--- src/lock_delay_pkg.sv ---
// Purpose: Constants for the loop lock detector and digital delay block
// Assumes: APB register access, 32-bit data, one 125 MHz clock
// Notes: Register offsets are byte addresses
// How it works
// - Second-loop prescaler accepts integers 2 through 8.
// - Second-loop feedback divider accepts integers 1 through 263143.
// - Total second-loop feedback divide is prescaler times feedback divider.
// - Calibration divider normally equals feedback divider; ignored with external oscillator.
// - Four events: first-loop lock, second-loop lock, holdover exit, resync pulse with half-step bit set.
// - Lock event only after lock-count in-window phase-detector cycles.
// - An out-of-window cycle clears the running count to zero.
// - A loop lock event raises that loop's lock indication.
// - Holdover exit event makes the device leave holdover.
// - Smallest delay step is half a distribution clock period.
// - Effective delay equals delay count minus half the half-step bit.
// - Qualifying clock is the output picked by the feedback selector.
// - Relative delay: each resync with same value shifts again.
// - Dynamic delay changes offsets without stopping the outputs.
package lock_delay_pkg;
   localparam int unsigned PRESCALER_MIN = 2;
   localparam int unsigned PRESCALER_MAX = 8;
   localparam int unsigned FB_DIV_MIN = 1;
   localparam int unsigned FB_DIV_MAX = 263143;
   localparam int PRESC_W = 4;
   localparam int FBDIV_W = 19;
   localparam int TOTAL_W = PRESC_W + FBDIV_W;
   localparam int CNT_W = 16;
   localparam int WND_W = 8;
   localparam int DLY_W = 10;
   localparam int SEL_W = 3;
   localparam logic [7:0] A_CTRL = 8'h00;
   localparam logic [7:0] A_PRESC = 8'h04;
   localparam logic [7:0] A_FBDIV = 8'h08;
   localparam logic [7:0] A_CALDIV = 8'h0C;
   localparam logic [7:0] A_WND = 8'h10;
   localparam logic [7:0] A_CNT1 = 8'h14;
   localparam logic [7:0] A_CNT2 = 8'h18;
   localparam logic [7:0] A_CNTH = 8'h1C;
   localparam logic [7:0] A_DELAY = 8'h20;
   localparam logic [7:0] A_TOTAL = 8'h24;
   localparam logic [7:0] A_STAT = 8'h28;
   localparam logic [7:0] A_IRQ = 8'h2C;
   localparam logic [7:0] A_MASK = 8'h30;
   localparam int CTRL_EXTVCO = 0;
   localparam int CTRL_HOLD = 1;
   localparam int CTRL_RESYNC = 2;
   localparam int DLY_HS = 10;
   localparam int DLY_SEL = 11;
   localparam int IRQ_W = 4;
   localparam logic [PRESC_W-1:0] PRESC_RST = 4'h2;
   localparam logic [FBDIV_W-1:0] FBDIV_RST = 19'h00001;
   localparam logic [CNT_W-1:0] CNT_RST = 16'h0400;
   localparam logic [WND_W-1:0] WND_RST = 8'h04;
   typedef enum logic [1:0] {
      DLY_IDLE = 2'b00,
      DLY_WAIT = 2'b01,
      DLY_APPLY = 2'b10
   } dly_state_t;
endpackage

--- src/lock_delay.sv ---
// Purpose: Digital lock detect, divider check and dynamic digital delay
// Assumes: Phase-detector edge pulses arrive from other clock domains as levels toggling per cycle
// Notes: Edge-error inputs are per-cycle window error magnitudes in clk_i ticks
//
// Decided for this implementation: the placing of the registers and the APB slave port.
`timescale 1ns/10ps
module lock_delay #(
   parameter int NLOOP_CNT_W = lock_delay_pkg::CNT_W
) (
   input wire logic clk_i,
   input wire logic rst_i,
   input wire logic psel_i,
   input wire logic penable_i,
   input wire logic pwrite_i,
   input wire logic [7:0] paddr_i,
   input wire logic [31:0] pwdata_i,
   output logic [31:0] prdata_o,
   output logic pready_o,
   output logic pslverr_o,
   input wire logic [1:0] pd_tick_i,
   input wire logic [2*lock_delay_pkg::WND_W-1:0] pd_err_i,
   input wire logic dist_half_tick_i,
   output logic first_lock_o,
   output logic second_lock_o,
   output logic holdover_o,
   output logic [lock_delay_pkg::TOTAL_W-1:0] total_div_o,
   output logic div_err_o,
   output logic [lock_delay_pkg::SEL_W-1:0] qual_sel_o,
   output logic resync_o,
   output logic irq_o
);
   import lock_delay_pkg::*;

   logic [31:0] ctrl_reg, presc_reg, fbdiv_reg, caldiv_reg, wnd_reg, dly_reg;
   logic [CNT_W-1:0] cnt1_reg, cnt2_reg, cnth_reg;
   logic [IRQ_W-1:0] irq_reg, mask_reg, ev;
   logic [2:0] tick_s0, tick_s1, tick_s2;
   logic [1:0] tick_prev;
   logic [1:0] run_ok;
   logic [CNT_W-1:0] run_reg [2];
   logic [1:0] lock_reg;
   logic hold_exit;
   logic [DLY_W+1:0] half_left_reg;
   dly_state_t dst_reg;
   logic wr, rd;
   logic irq_clr;

   assign wr = psel_i && penable_i && pwrite_i;
   assign rd = psel_i && penable_i && !pwrite_i;
   // Read of the event register in its access phase clears it
   assign irq_clr = rd && paddr_i == A_IRQ && pready_o;

   function automatic logic in_range(input logic [31:0] v, input int unsigned lo, input int unsigned hi);
      in_range = (v >= lo) && (v <= hi);
   endfunction

   // Register writes
   always_ff @(posedge clk_i or posedge rst_i) begin
      if (rst_i) begin
         ctrl_reg <= 32'h0;
         presc_reg <= {28'h0, PRESC_RST};
         fbdiv_reg <= {13'h0, FBDIV_RST};
         caldiv_reg <= {13'h0, FBDIV_RST};
         wnd_reg <= {16'h0, WND_RST, WND_RST};
         cnt1_reg <= CNT_RST;
         cnt2_reg <= CNT_RST;
         cnth_reg <= CNT_RST;
         dly_reg <= 32'h0;
         mask_reg <= '0;
      end else if (wr) begin
         case (paddr_i)
            A_CTRL: ctrl_reg <= pwdata_i;
            A_PRESC: if (in_range(pwdata_i, PRESCALER_MIN, PRESCALER_MAX)) presc_reg <= pwdata_i;
            A_FBDIV: if (in_range(pwdata_i, FB_DIV_MIN, FB_DIV_MAX)) fbdiv_reg <= pwdata_i;
            A_CALDIV: if (in_range(pwdata_i, FB_DIV_MIN, FB_DIV_MAX)) caldiv_reg <= pwdata_i;
            A_WND: wnd_reg <= pwdata_i;
            A_CNT1: cnt1_reg <= pwdata_i[CNT_W-1:0];
            A_CNT2: cnt2_reg <= pwdata_i[CNT_W-1:0];
            A_CNTH: cnth_reg <= pwdata_i[CNT_W-1:0];
            A_DELAY: dly_reg <= pwdata_i;
            A_MASK: mask_reg <= pwdata_i[IRQ_W-1:0];
            default: ;
         endcase
      end
   end

   // Bus answer: one wait-free access phase
   always_ff @(posedge clk_i or posedge rst_i) begin
      if (rst_i) begin
         prdata_o <= 32'h0;
         pready_o <= 1'b0;
         pslverr_o <= 1'b0;
      end else begin
         pready_o <= psel_i && !penable_i;
         pslverr_o <= 1'b0;
         if (psel_i && !penable_i && !pwrite_i) begin
            case (paddr_i)
               A_CTRL: prdata_o <= ctrl_reg;
               A_PRESC: prdata_o <= presc_reg;
               A_FBDIV: prdata_o <= fbdiv_reg;
               A_CALDIV: prdata_o <= caldiv_reg;
               A_WND: prdata_o <= wnd_reg;
               A_CNT1: prdata_o <= {16'h0, cnt1_reg};
               A_CNT2: prdata_o <= {16'h0, cnt2_reg};
               A_CNTH: prdata_o <= {16'h0, cnth_reg};
               A_DELAY: prdata_o <= dly_reg;
               A_TOTAL: prdata_o <= {9'h0, total_div_o};
               A_STAT: prdata_o <= {28'h0, div_err_o, holdover_o, second_lock_o, first_lock_o};
               A_IRQ: prdata_o <= {28'h0, irq_reg};
               A_MASK: prdata_o <= {28'h0, mask_reg};
               default: prdata_o <= 32'h0;
            endcase
            pslverr_o <= (paddr_i > A_MASK) || (paddr_i[1:0] != 2'b00);
         end
      end
   end

   // Total divide and calibration divider check
   always_ff @(posedge clk_i or posedge rst_i) begin
      if (rst_i) begin
         total_div_o <= '0;
         div_err_o <= 1'b0;
      end else begin
         // Operands widened first so the product keeps all its bits
         total_div_o <= TOTAL_W'(presc_reg[PRESC_W-1:0]) * TOTAL_W'(fbdiv_reg[FBDIV_W-1:0]);
         div_err_o <= !ctrl_reg[CTRL_EXTVCO] && (caldiv_reg != fbdiv_reg);
      end
   end

   // Phase-detector tick synchronisers: three stages, stage two and three agree
   always_ff @(posedge clk_i or posedge rst_i) begin
      if (rst_i) begin
         tick_s0 <= '0;
         tick_s1 <= '0;
         tick_s2 <= '0;
         tick_prev <= '0;
      end else begin
         tick_s0 <= {dist_half_tick_i, pd_tick_i};
         tick_s1 <= tick_s0;
         tick_s2 <= tick_s1;
         for (int i = 0; i < 2; i++) begin
            if (tick_s1[i] == tick_s2[i])
               tick_prev[i] <= tick_s2[i];
         end
      end
   end

   logic [1:0] pd_cyc;
   logic dist_tick;
   logic dist_prev;
   always_ff @(posedge clk_i or posedge rst_i) begin
      if (rst_i) dist_prev <= 1'b0;
      else if (tick_s1[2] == tick_s2[2]) dist_prev <= tick_s2[2];
   end
   assign dist_tick = (tick_s1[2] == tick_s2[2]) && (tick_s2[2] != dist_prev);

   // Running in-window counters, one per loop
   generate
      for (genvar g = 0; g < 2; g++) begin : loop_g
         assign pd_cyc[g] = (tick_s1[g] == tick_s2[g]) && (tick_s2[g] != tick_prev[g]);
         assign run_ok[g] = pd_err_i[g*WND_W +: WND_W] <= wnd_reg[g*WND_W +: WND_W];
         always_ff @(posedge clk_i or posedge rst_i) begin
            if (rst_i) run_reg[g] <= '0;
            else if (pd_cyc[g]) begin
               if (!run_ok[g]) run_reg[g] <= '0;
               else if (run_reg[g] != {CNT_W{1'b1}}) run_reg[g] <= run_reg[g] + 1'b1;
            end
         end
      end
   endgenerate

   // Lock indications follow the running count
   always_ff @(posedge clk_i or posedge rst_i) begin
      if (rst_i) begin
         lock_reg <= '0;
         first_lock_o <= 1'b0;
         second_lock_o <= 1'b0;
      end else begin
         lock_reg[0] <= (run_reg[0] >= cnt1_reg);
         lock_reg[1] <= (run_reg[1] >= cnt2_reg);
         first_lock_o <= lock_reg[0];
         second_lock_o <= lock_reg[1];
      end
   end
   assign hold_exit = run_reg[0] >= cnth_reg;

   // Holdover entered by software, left on exit event
   always_ff @(posedge clk_i or posedge rst_i) begin
      if (rst_i) holdover_o <= 1'b0;
      else if (hold_exit) holdover_o <= 1'b0;
      else if (wr && paddr_i == A_CTRL && pwdata_i[CTRL_HOLD]) holdover_o <= 1'b1;
   end

   // Sticky events, cleared by reading, set wins
   assign ev = {dly_reg[DLY_HS] & resync_o, holdover_o & hold_exit, lock_reg[1] & ~second_lock_o,
      lock_reg[0] & ~first_lock_o};
   always_ff @(posedge clk_i or posedge rst_i) begin
      if (rst_i) irq_reg <= '0;
      else if (irq_clr) irq_reg <= ev;
      else irq_reg <= irq_reg | ev;
   end
   always_ff @(posedge clk_i or posedge rst_i) begin
      if (rst_i) irq_o <= 1'b0;
      else irq_o <= |((irq_reg | ev) & mask_reg);
   end

   // Dynamic delay: count half steps of the distribution clock, then resync pulse
   always_ff @(posedge clk_i or posedge rst_i) begin
      if (rst_i) begin
         dst_reg <= DLY_IDLE;
         half_left_reg <= '0;
         resync_o <= 1'b0;
         qual_sel_o <= '0;
      end else begin
         resync_o <= 1'b0;
         case (dst_reg)
            DLY_IDLE: begin
               if (wr && paddr_i == A_CTRL && pwdata_i[CTRL_RESYNC]) begin
                  // Twice the count, less the half-step bit, in half periods
                  half_left_reg <= (DLY_W+2)'({dly_reg[DLY_W-1:0], 1'b0}) - (DLY_W+2)'(dly_reg[DLY_HS]);
                  qual_sel_o <= dly_reg[DLY_SEL +: SEL_W];
                  dst_reg <= DLY_WAIT;
               end
            end
            DLY_WAIT: begin
               if (half_left_reg == '0) dst_reg <= DLY_APPLY;
               else if (dist_tick) half_left_reg <= half_left_reg - 1'b1;
            end
            DLY_APPLY: begin
               // Single pulse; outputs keep running, repeated resync shifts again
               resync_o <= 1'b1;
               dst_reg <= DLY_IDLE;
            end
            default: dst_reg <= DLY_IDLE;
         endcase
      end
   end

   total_div_a: assert property (@(posedge clk_i) disable iff (rst_i)
      1'b1 |=> total_div_o == TOTAL_W'($past(presc_reg[PRESC_W-1:0])) * TOTAL_W'($past(fbdiv_reg[FBDIV_W-1:0])))
      else $error("total divide wrong");
   presc_range_a: assert property (@(posedge clk_i) disable iff (rst_i)
      presc_reg >= PRESCALER_MIN && presc_reg <= PRESCALER_MAX) else $error("prescaler out of range");
   fbdiv_range_a: assert property (@(posedge clk_i) disable iff (rst_i)
      fbdiv_reg >= FB_DIV_MIN && fbdiv_reg <= FB_DIV_MAX) else $error("divider out of range");
   cal_ignore_a: assert property (@(posedge clk_i) disable iff (rst_i)
      ctrl_reg[CTRL_EXTVCO] |=> !div_err_o) else $error("cal divider not ignored");
   count_clear_a: assert property (@(posedge clk_i) disable iff (rst_i)
      pd_cyc[0] && !run_ok[0] |=> run_reg[0] == '0) else $error("count not cleared");
   lock_cause_a: assert property (@(posedge clk_i) disable iff (rst_i)
      $rose(first_lock_o) |-> $past(run_reg[0], 2) >= $past(cnt1_reg, 2)) else $error("early lock");
   lock_raise_a: assert property (@(posedge clk_i) disable iff (rst_i)
      run_reg[1] >= cnt2_reg && $stable(run_reg[1]) && $stable(cnt2_reg) |=> ##1 second_lock_o)
      else $error("lock not raised");
   lock_drop_a: assert property (@(posedge clk_i) disable iff (rst_i)
      run_reg[0] == '0 && cnt1_reg != '0 |=> ##1 !first_lock_o) else $error("lock not dropped");
   hold_exit_a: assert property (@(posedge clk_i) disable iff (rst_i)
      hold_exit |=> !holdover_o) else $error("holdover not left");
   events_three_a: assert property (@(posedge clk_i) disable iff (rst_i)
      holdover_o && hold_exit |=> irq_reg[2]) else $error("holdover exit event lost");
   resync_pulse_a: assert property (@(posedge clk_i) disable iff (rst_i)
      resync_o |=> !resync_o) else $error("resync not single pulse");
   qual_hold_a: assert property (@(posedge clk_i) disable iff (rst_i)
      dst_reg == DLY_WAIT |=> $stable(qual_sel_o)) else $error("qualifier changed");
   half_step_a: assert property (@(posedge clk_i) disable iff (rst_i)
      dst_reg == DLY_WAIT && !dist_tick && half_left_reg != '0 |=> $stable(half_left_reg))
      else $error("delay counted without step");

   // Bus answer checks
   pready_setup_a: assert property (@(posedge clk_i) disable iff (rst_i)
      psel_i && !penable_i |=> pready_o)
      else $error("ready missing in access phase");

   pready_pulse_a: assert property (@(posedge clk_i) disable iff (rst_i)
      pready_o |=> !pready_o)
      else $error("ready longer than one cycle");

   slverr_ready_a: assert property (@(posedge clk_i) disable iff (rst_i)
      pslverr_o |-> pready_o)
      else $error("error without ready");

   // Divider checks
   presc_refuse_a: assert property (@(posedge clk_i) disable iff (rst_i)
      wr && paddr_i == A_PRESC && !in_range(pwdata_i, PRESCALER_MIN, PRESCALER_MAX) |=> $stable(presc_reg))
      else $error("prescaler write not refused");

   fbdiv_refuse_a: assert property (@(posedge clk_i) disable iff (rst_i)
      wr && paddr_i == A_FBDIV && !in_range(pwdata_i, FB_DIV_MIN, FB_DIV_MAX) |=> $stable(fbdiv_reg))
      else $error("divider write not refused");

   caldiv_range_a: assert property (@(posedge clk_i) disable iff (rst_i)
      caldiv_reg >= FB_DIV_MIN && caldiv_reg <= FB_DIV_MAX)
      else $error("cal divider out of range");

   // Detector checks
   count_step_a: assert property (@(posedge clk_i) disable iff (rst_i)
      pd_cyc[0] && run_ok[0] && run_reg[0] != {CNT_W{1'b1}} |=> run_reg[0] == $past(run_reg[0]) + 1'b1)
      else $error("in-window cycle not counted");

   count_hold_a: assert property (@(posedge clk_i) disable iff (rst_i)
      !pd_cyc[0] |=> $stable(run_reg[0]))
      else $error("count moved without cycle");

   count2_clear_a: assert property (@(posedge clk_i) disable iff (rst_i)
      pd_cyc[1] && !run_ok[1] |=> run_reg[1] == '0)
      else $error("second count not cleared");

   lock2_cause_a: assert property (@(posedge clk_i) disable iff (rst_i)
      $rose(second_lock_o) |-> $past(run_reg[1], 2) >= $past(cnt2_reg, 2))
      else $error("early second lock");

   lock1_raise_a: assert property (@(posedge clk_i) disable iff (rst_i)
      run_reg[0] >= cnt1_reg && $stable(run_reg[0]) && $stable(cnt1_reg) |=> ##1 first_lock_o)
      else $error("first lock not raised");

   lock2_drop_a: assert property (@(posedge clk_i) disable iff (rst_i)
      run_reg[1] == '0 && cnt2_reg != '0 |=> ##1 !second_lock_o)
      else $error("second lock not dropped");

   hold_enter_a: assert property (@(posedge clk_i) disable iff (rst_i)
      wr && paddr_i == A_CTRL && pwdata_i[CTRL_HOLD] && !hold_exit |=> holdover_o)
      else $error("holdover not entered");

   // Event checks
   irq_sticky_a: assert property (@(posedge clk_i) disable iff (rst_i)
      irq_reg[0] && !irq_clr |=> irq_reg[0])
      else $error("event bit lost");

   irq_level_a: assert property (@(posedge clk_i) disable iff (rst_i)
      1'b1 |=> irq_o == $past(|((irq_reg | ev) & mask_reg)))
      else $error("interrupt level wrong");

   // Delay checks
   delay_load_a: assert property (@(posedge clk_i) disable iff (rst_i)
      dst_reg == DLY_IDLE && wr && paddr_i == A_CTRL && pwdata_i[CTRL_RESYNC] |=>
      half_left_reg == (DLY_W+2)'({$past(dly_reg[DLY_W-1:0]), 1'b0}) - (DLY_W+2)'($past(dly_reg[DLY_HS])))
      else $error("delay load wrong");

   qual_capture_a: assert property (@(posedge clk_i) disable iff (rst_i)
      dst_reg == DLY_IDLE && wr && paddr_i == A_CTRL && pwdata_i[CTRL_RESYNC] |=>
      qual_sel_o == $past(dly_reg[DLY_SEL +: SEL_W]))
      else $error("qualifier not captured");

   half_count_a: assert property (@(posedge clk_i) disable iff (rst_i)
      dst_reg == DLY_WAIT && dist_tick && half_left_reg != '0 |=> half_left_reg == $past(half_left_reg) - 1'b1)
      else $error("half step not counted");

   wait_done_a: assert property (@(posedge clk_i) disable iff (rst_i)
      dst_reg == DLY_WAIT && half_left_reg == '0 |=> dst_reg == DLY_APPLY)
      else $error("delay wait not ended");

   apply_pulse_a: assert property (@(posedge clk_i) disable iff (rst_i)
      dst_reg == DLY_APPLY |=> resync_o)
      else $error("resync pulse missing");
endmodule

--- config.mk ---
export PLATFORM = sky130hd
export DESIGN_NAME = lock_delay
export DESIGN_NICKNAME = d
export VERILOG_FILES = /design/src/lock_delay_pkg.sv /design/src/lock_delay.sv
export SDC_FILE = /design/constraint.sdc
export NUM_CORES = 1
export LEC_CHECK = 0
export ABC_AREA = 1
export BUFFER_PORTS_ARGS = -buffer_cell sky130_fd_sc_hd__buf_4
export CORE_ASPECT_RATIO = 1.1
export CORE_MARGIN = 4
export CORE_UTILIZATION = 50
export CTS_BUF_LIST = sky130_fd_sc_hd__clkbuf_4 sky130_fd_sc_hd__clkbuf_8
export DETAILED_ROUTE_END_ITERATION = 12
export GPL_TIMING_DRIVEN = 1
export PLACE_DENSITY = 0.8
export SKIP_LAST_GASP = 1
export SYNTH_ARGS = -nofsm -noshare
export SYNTH_HDL_FRONTEND = slang
export SYNTH_SLANG_ARGS = --single-unit
--- constraint.sdc ---
create_clock -name clk_i -period 17.3 [get_ports clk_i]
set_input_delay 2.595 -clock clk_i [delete_from_list [all_inputs] [get_ports clk_i]]
set_output_delay 2.595 -clock clk_i [all_outputs]
set_load 0.01 [all_outputs]
==> metrics.cfg <==
[run_status]
outcome = completed

[logic_synthesis]
async_reset_ff_share_pct = 100.0
most_used_standard_cells_in_the_synthesized_netlist = nand2_1 (973), inv_1 (403), dfrtp_1 (366), o21ai_0 (258), nor2_1 (199)
synthesis.area_sq_um = 21630
yosysMostFrequentCell = nand2_1
postSynthAreaPerCell_sq_um = 7.514
synth.net_count = 3071
synth_area_leader_cell = dfrtp_1
synth_top_cells_by_area = dfrtp_1 (42%), nand2_1 (17%), inv_1 (7.0%), o21ai_0 (6.0%), ha_1 (5.5%)
synth_top_area_share_pct = 42.35
synth_cell_types = 44
synth-main-ff-cell = dfrtp_1
synth.yosys.seq_area_share_pct = 43.32
yosysWarnings = 0
number_of_flops_mapped_to_enable_cells_by_yosys = 0
synthesis.instances = 2878
yosys_register_bits = 374

[power]
p_seq_share_pct = 47.5
pwr-share-clk_pct = 46.5
power_switching_share_pct = 25.10
comb_power_share_pct = 6.0
peakVddDrop_v = 0.00004295
static-leakage-power_nw = 13.08
p_int_w = 0.001422
power.switching_w = 0.0004766
total_power_divided_by_cell_area_nw_per_um2 = 77.57

[drt]
via_count = 19990
antenna_viol_nets_final = 0
drt_iter0_drc = 1985
vias_per_cell = 5.533
drt_drc_violations_left = 0
drt_first_pass_iters = 8
wl_per_cell_um = 19.25
wl_mm = 69.55

[min_path]
hold_path_class = flip-flop to flip-flop
hold_path_depth = 0
timing.hold.worst_endpoint = tick_s1[1]
hp-start = tick_s0[1]

[die]
fp.dieArea_sq_um = 46650
initial_cell_density_of_the_core_pct = 50.88
placeableCoreArea_sq_um = 42500
die_h_um = 226.1
design.portCount = 130
fp-row-count = 79
die-width_um = 206.3

[worst_setup_path]
critical_path_arrival_ps = 5780
critical_path.reg2reg.startpoint = presc_reg[3]
worst_r2r_path_depth = 14
endpoint_kind = asynchronous set/reset pin
r2r_setup_slack_ps = 13130
crit_path_start = rst_i
worst_r2r_endpoint = total_div_o[18]
setup.worst_path.class = primary input to asynchronous set/reset pin
timing.critical_path.required_ps = 17910
setup.worst_path.start_class = primary input
path_max_fanout = 116

[sta]
worst_slew_margin_rel_pct = 27.20
timing.final.setup_violations = 0
final.period_utilization_pct = 29.85
timing.fmax_ghz = 0.1936
number_of_hold_violations_in_the_final_report = 0
finalCriticalPeriod_ps = 5164
finalClockSkew_ps = 27.67
slew_at_the_pin_closest_to_its_max_slew_limit_ps = 1090
count_of_final_max_slew_check_failures = 0
setup_total_negative_slack_ps = 0
rsz0062_at_grt = no

[clock_network]
ctsHoldBuffers = 0
cts.root.buffer_cell = clkbuf_8
numCtsBuffers = 66
clock_tree.htree_level_count = 3
post_cts_sizing = 0
post_cts_buffers = 0
clockBufferDepth = 3
clock_tree_from_tritoncts = built
cts.sink_count = 374
insertion_delay_ps = 630
clkSlewWorstSetupHoldPaths_ps = 60

[global_route]
grt_pass1_wl_mm = 108.7
grt.overflow.total = 0
grt_antenna_before_repair = 3
globalRouteTotalUtil_pct = 29.93
grt_start_max_net_pins = 117
first_global_vias = 19700

[layout]
share_of_layout_cells_above_drive_strength_1_pct = 10.21
final_core_util_pct = 57.59
fillCellCount = 3924
nets = 3186
area_delta_synth_final_pct = 13.19

[placement]
gp_congestion = 1.002
detailedPlacementHpwl_mm = 50.71
numPortBuffers = 129

[job]
timing.max_cap.violations = 0

-- layer usage --
layer  up-vias  GRT usage, %  wire (um)
met2       996         46.69      31380
met5         -             0          8
met4         2         12.22       2861
met1      9527         40.65      28110
li1       9277             -          -
met3       187         6.836       7194
-- layout make-up --
type                            instances  area, sq um  share of cell area (%)
Clock buffer                          106         1315                   5.372
Timing Repair Buffer                  151         1134                   4.631
Inverter                              407         1538                   6.282
Multi-Input combinational cell       1993        10300                   42.07
Sequential cell                       374         9369                   38.28
Tap cell                              567        709.4                   2.898
Clock inverter                         14        112.6                  0.4601
Antenna cell                            1        2.502                 0.01022
-- cells in the final DEF, fill, tap and decap left out, types with 2 or more instances in the layout --
cell type / instances
nand2_1: 971
inv_1: 402
dfrtp_1: 366
o21ai_0: 258
nor2_1: 195
buf_4: 151
nand3_1: 111
ha_1: 95
a21oi_1: 90
clkbuf_8: 83
nand4_1: 80
xor2_1: 37
fa_1: 34
xnor2_1: 30
clkbuf_4: 23
nand3b_1: 15
nor3_1: 14
o21ai_1: 12
nor2_2: 9
dfstp_2: 8
o22ai_1: 7
clkinv_2: 7
nor2_4: 5
nand2_2: 4
clkinvlp_4: 4
inv_2: 3
nor3_2: 3
nand3_4: 2
o31ai_1: 2
a21o_1: 2
a31oi_1: 2
nor4_1: 2
o211ai_1: 2
a211oi_1: 2
inv_6: 2
-- how the worst max path moves through the flow --
| stage | endpoint | slack, ps | cells past startpoint |
|---|---|---|---|
| global placement | cnt1_reg[11] | 11420 | 5 |
| floorplan | caldiv_reg[10] | 4330 | 1 |
| finish | prdata_o[6] | 12140 | 5 |
| CTS | run_reg[9] | 11980 | 5 |
| detailed placement | prdata_o[6] | 11310 | 5 |
| global route | cnt2_reg[3] | 11610 | 5 |
-- power groups by stage --
stage / Combinational, W / Sequential, W / Clock [W]
finish: 0.000115 / 0.000902 / 0.000882
global route: 0.000129 / 0.000902 / 0.000935
CTS: 0.000115 / 0.000901 / 0.000893
detailed placement: 0.000114 / 0.000917 / 0
global placement: 0.000110 / 0.000916 / 0
floorplan: 0.0000667 / 0.000913 / 0
-- worst max-delay path, stage by stage --
cell and delay (ps):
buf_4 130, inv_8 500, buf_4 870, buf_4 650, buf_4 840
-- cell families after synthesis --
| kind of cell | share of synthesized area (%) |
|---|---|
| AND/OR/NAND/NOR | 27.01 |
| buffers and inverters | 9.176 |
| AO/OA/AOI/OAI | 9.130 |
| flip-flops | 43.32 |
| adder cells (fa/ha/maj) | 8.644 |
| XOR/XNOR | 2.713 |
-- per-stage QoR --
step / hold WS [ps] / cells / cell area (sq um) / power [W] / setup WS, ps
after floorplan: 331.2 / 2878 / 21630 / 0.0009800 / 4331
after global placement: 343.0 / 3492 / 23050 / 0.001026 / 11420
after detailed placement: 340.3 / 3492 / 23050 / 0.001031 / 11310
after CTS: 360.6 / 3612 / 24470 / 0.001909 / 11980
after global routing: 364.5 / 3613 / 24480 / 0.001967 / 11610
final: 358.4 / 3613 / 24480 / 0.001899 / 12140
Note: power is estimated with default switching activity, not from simulation.
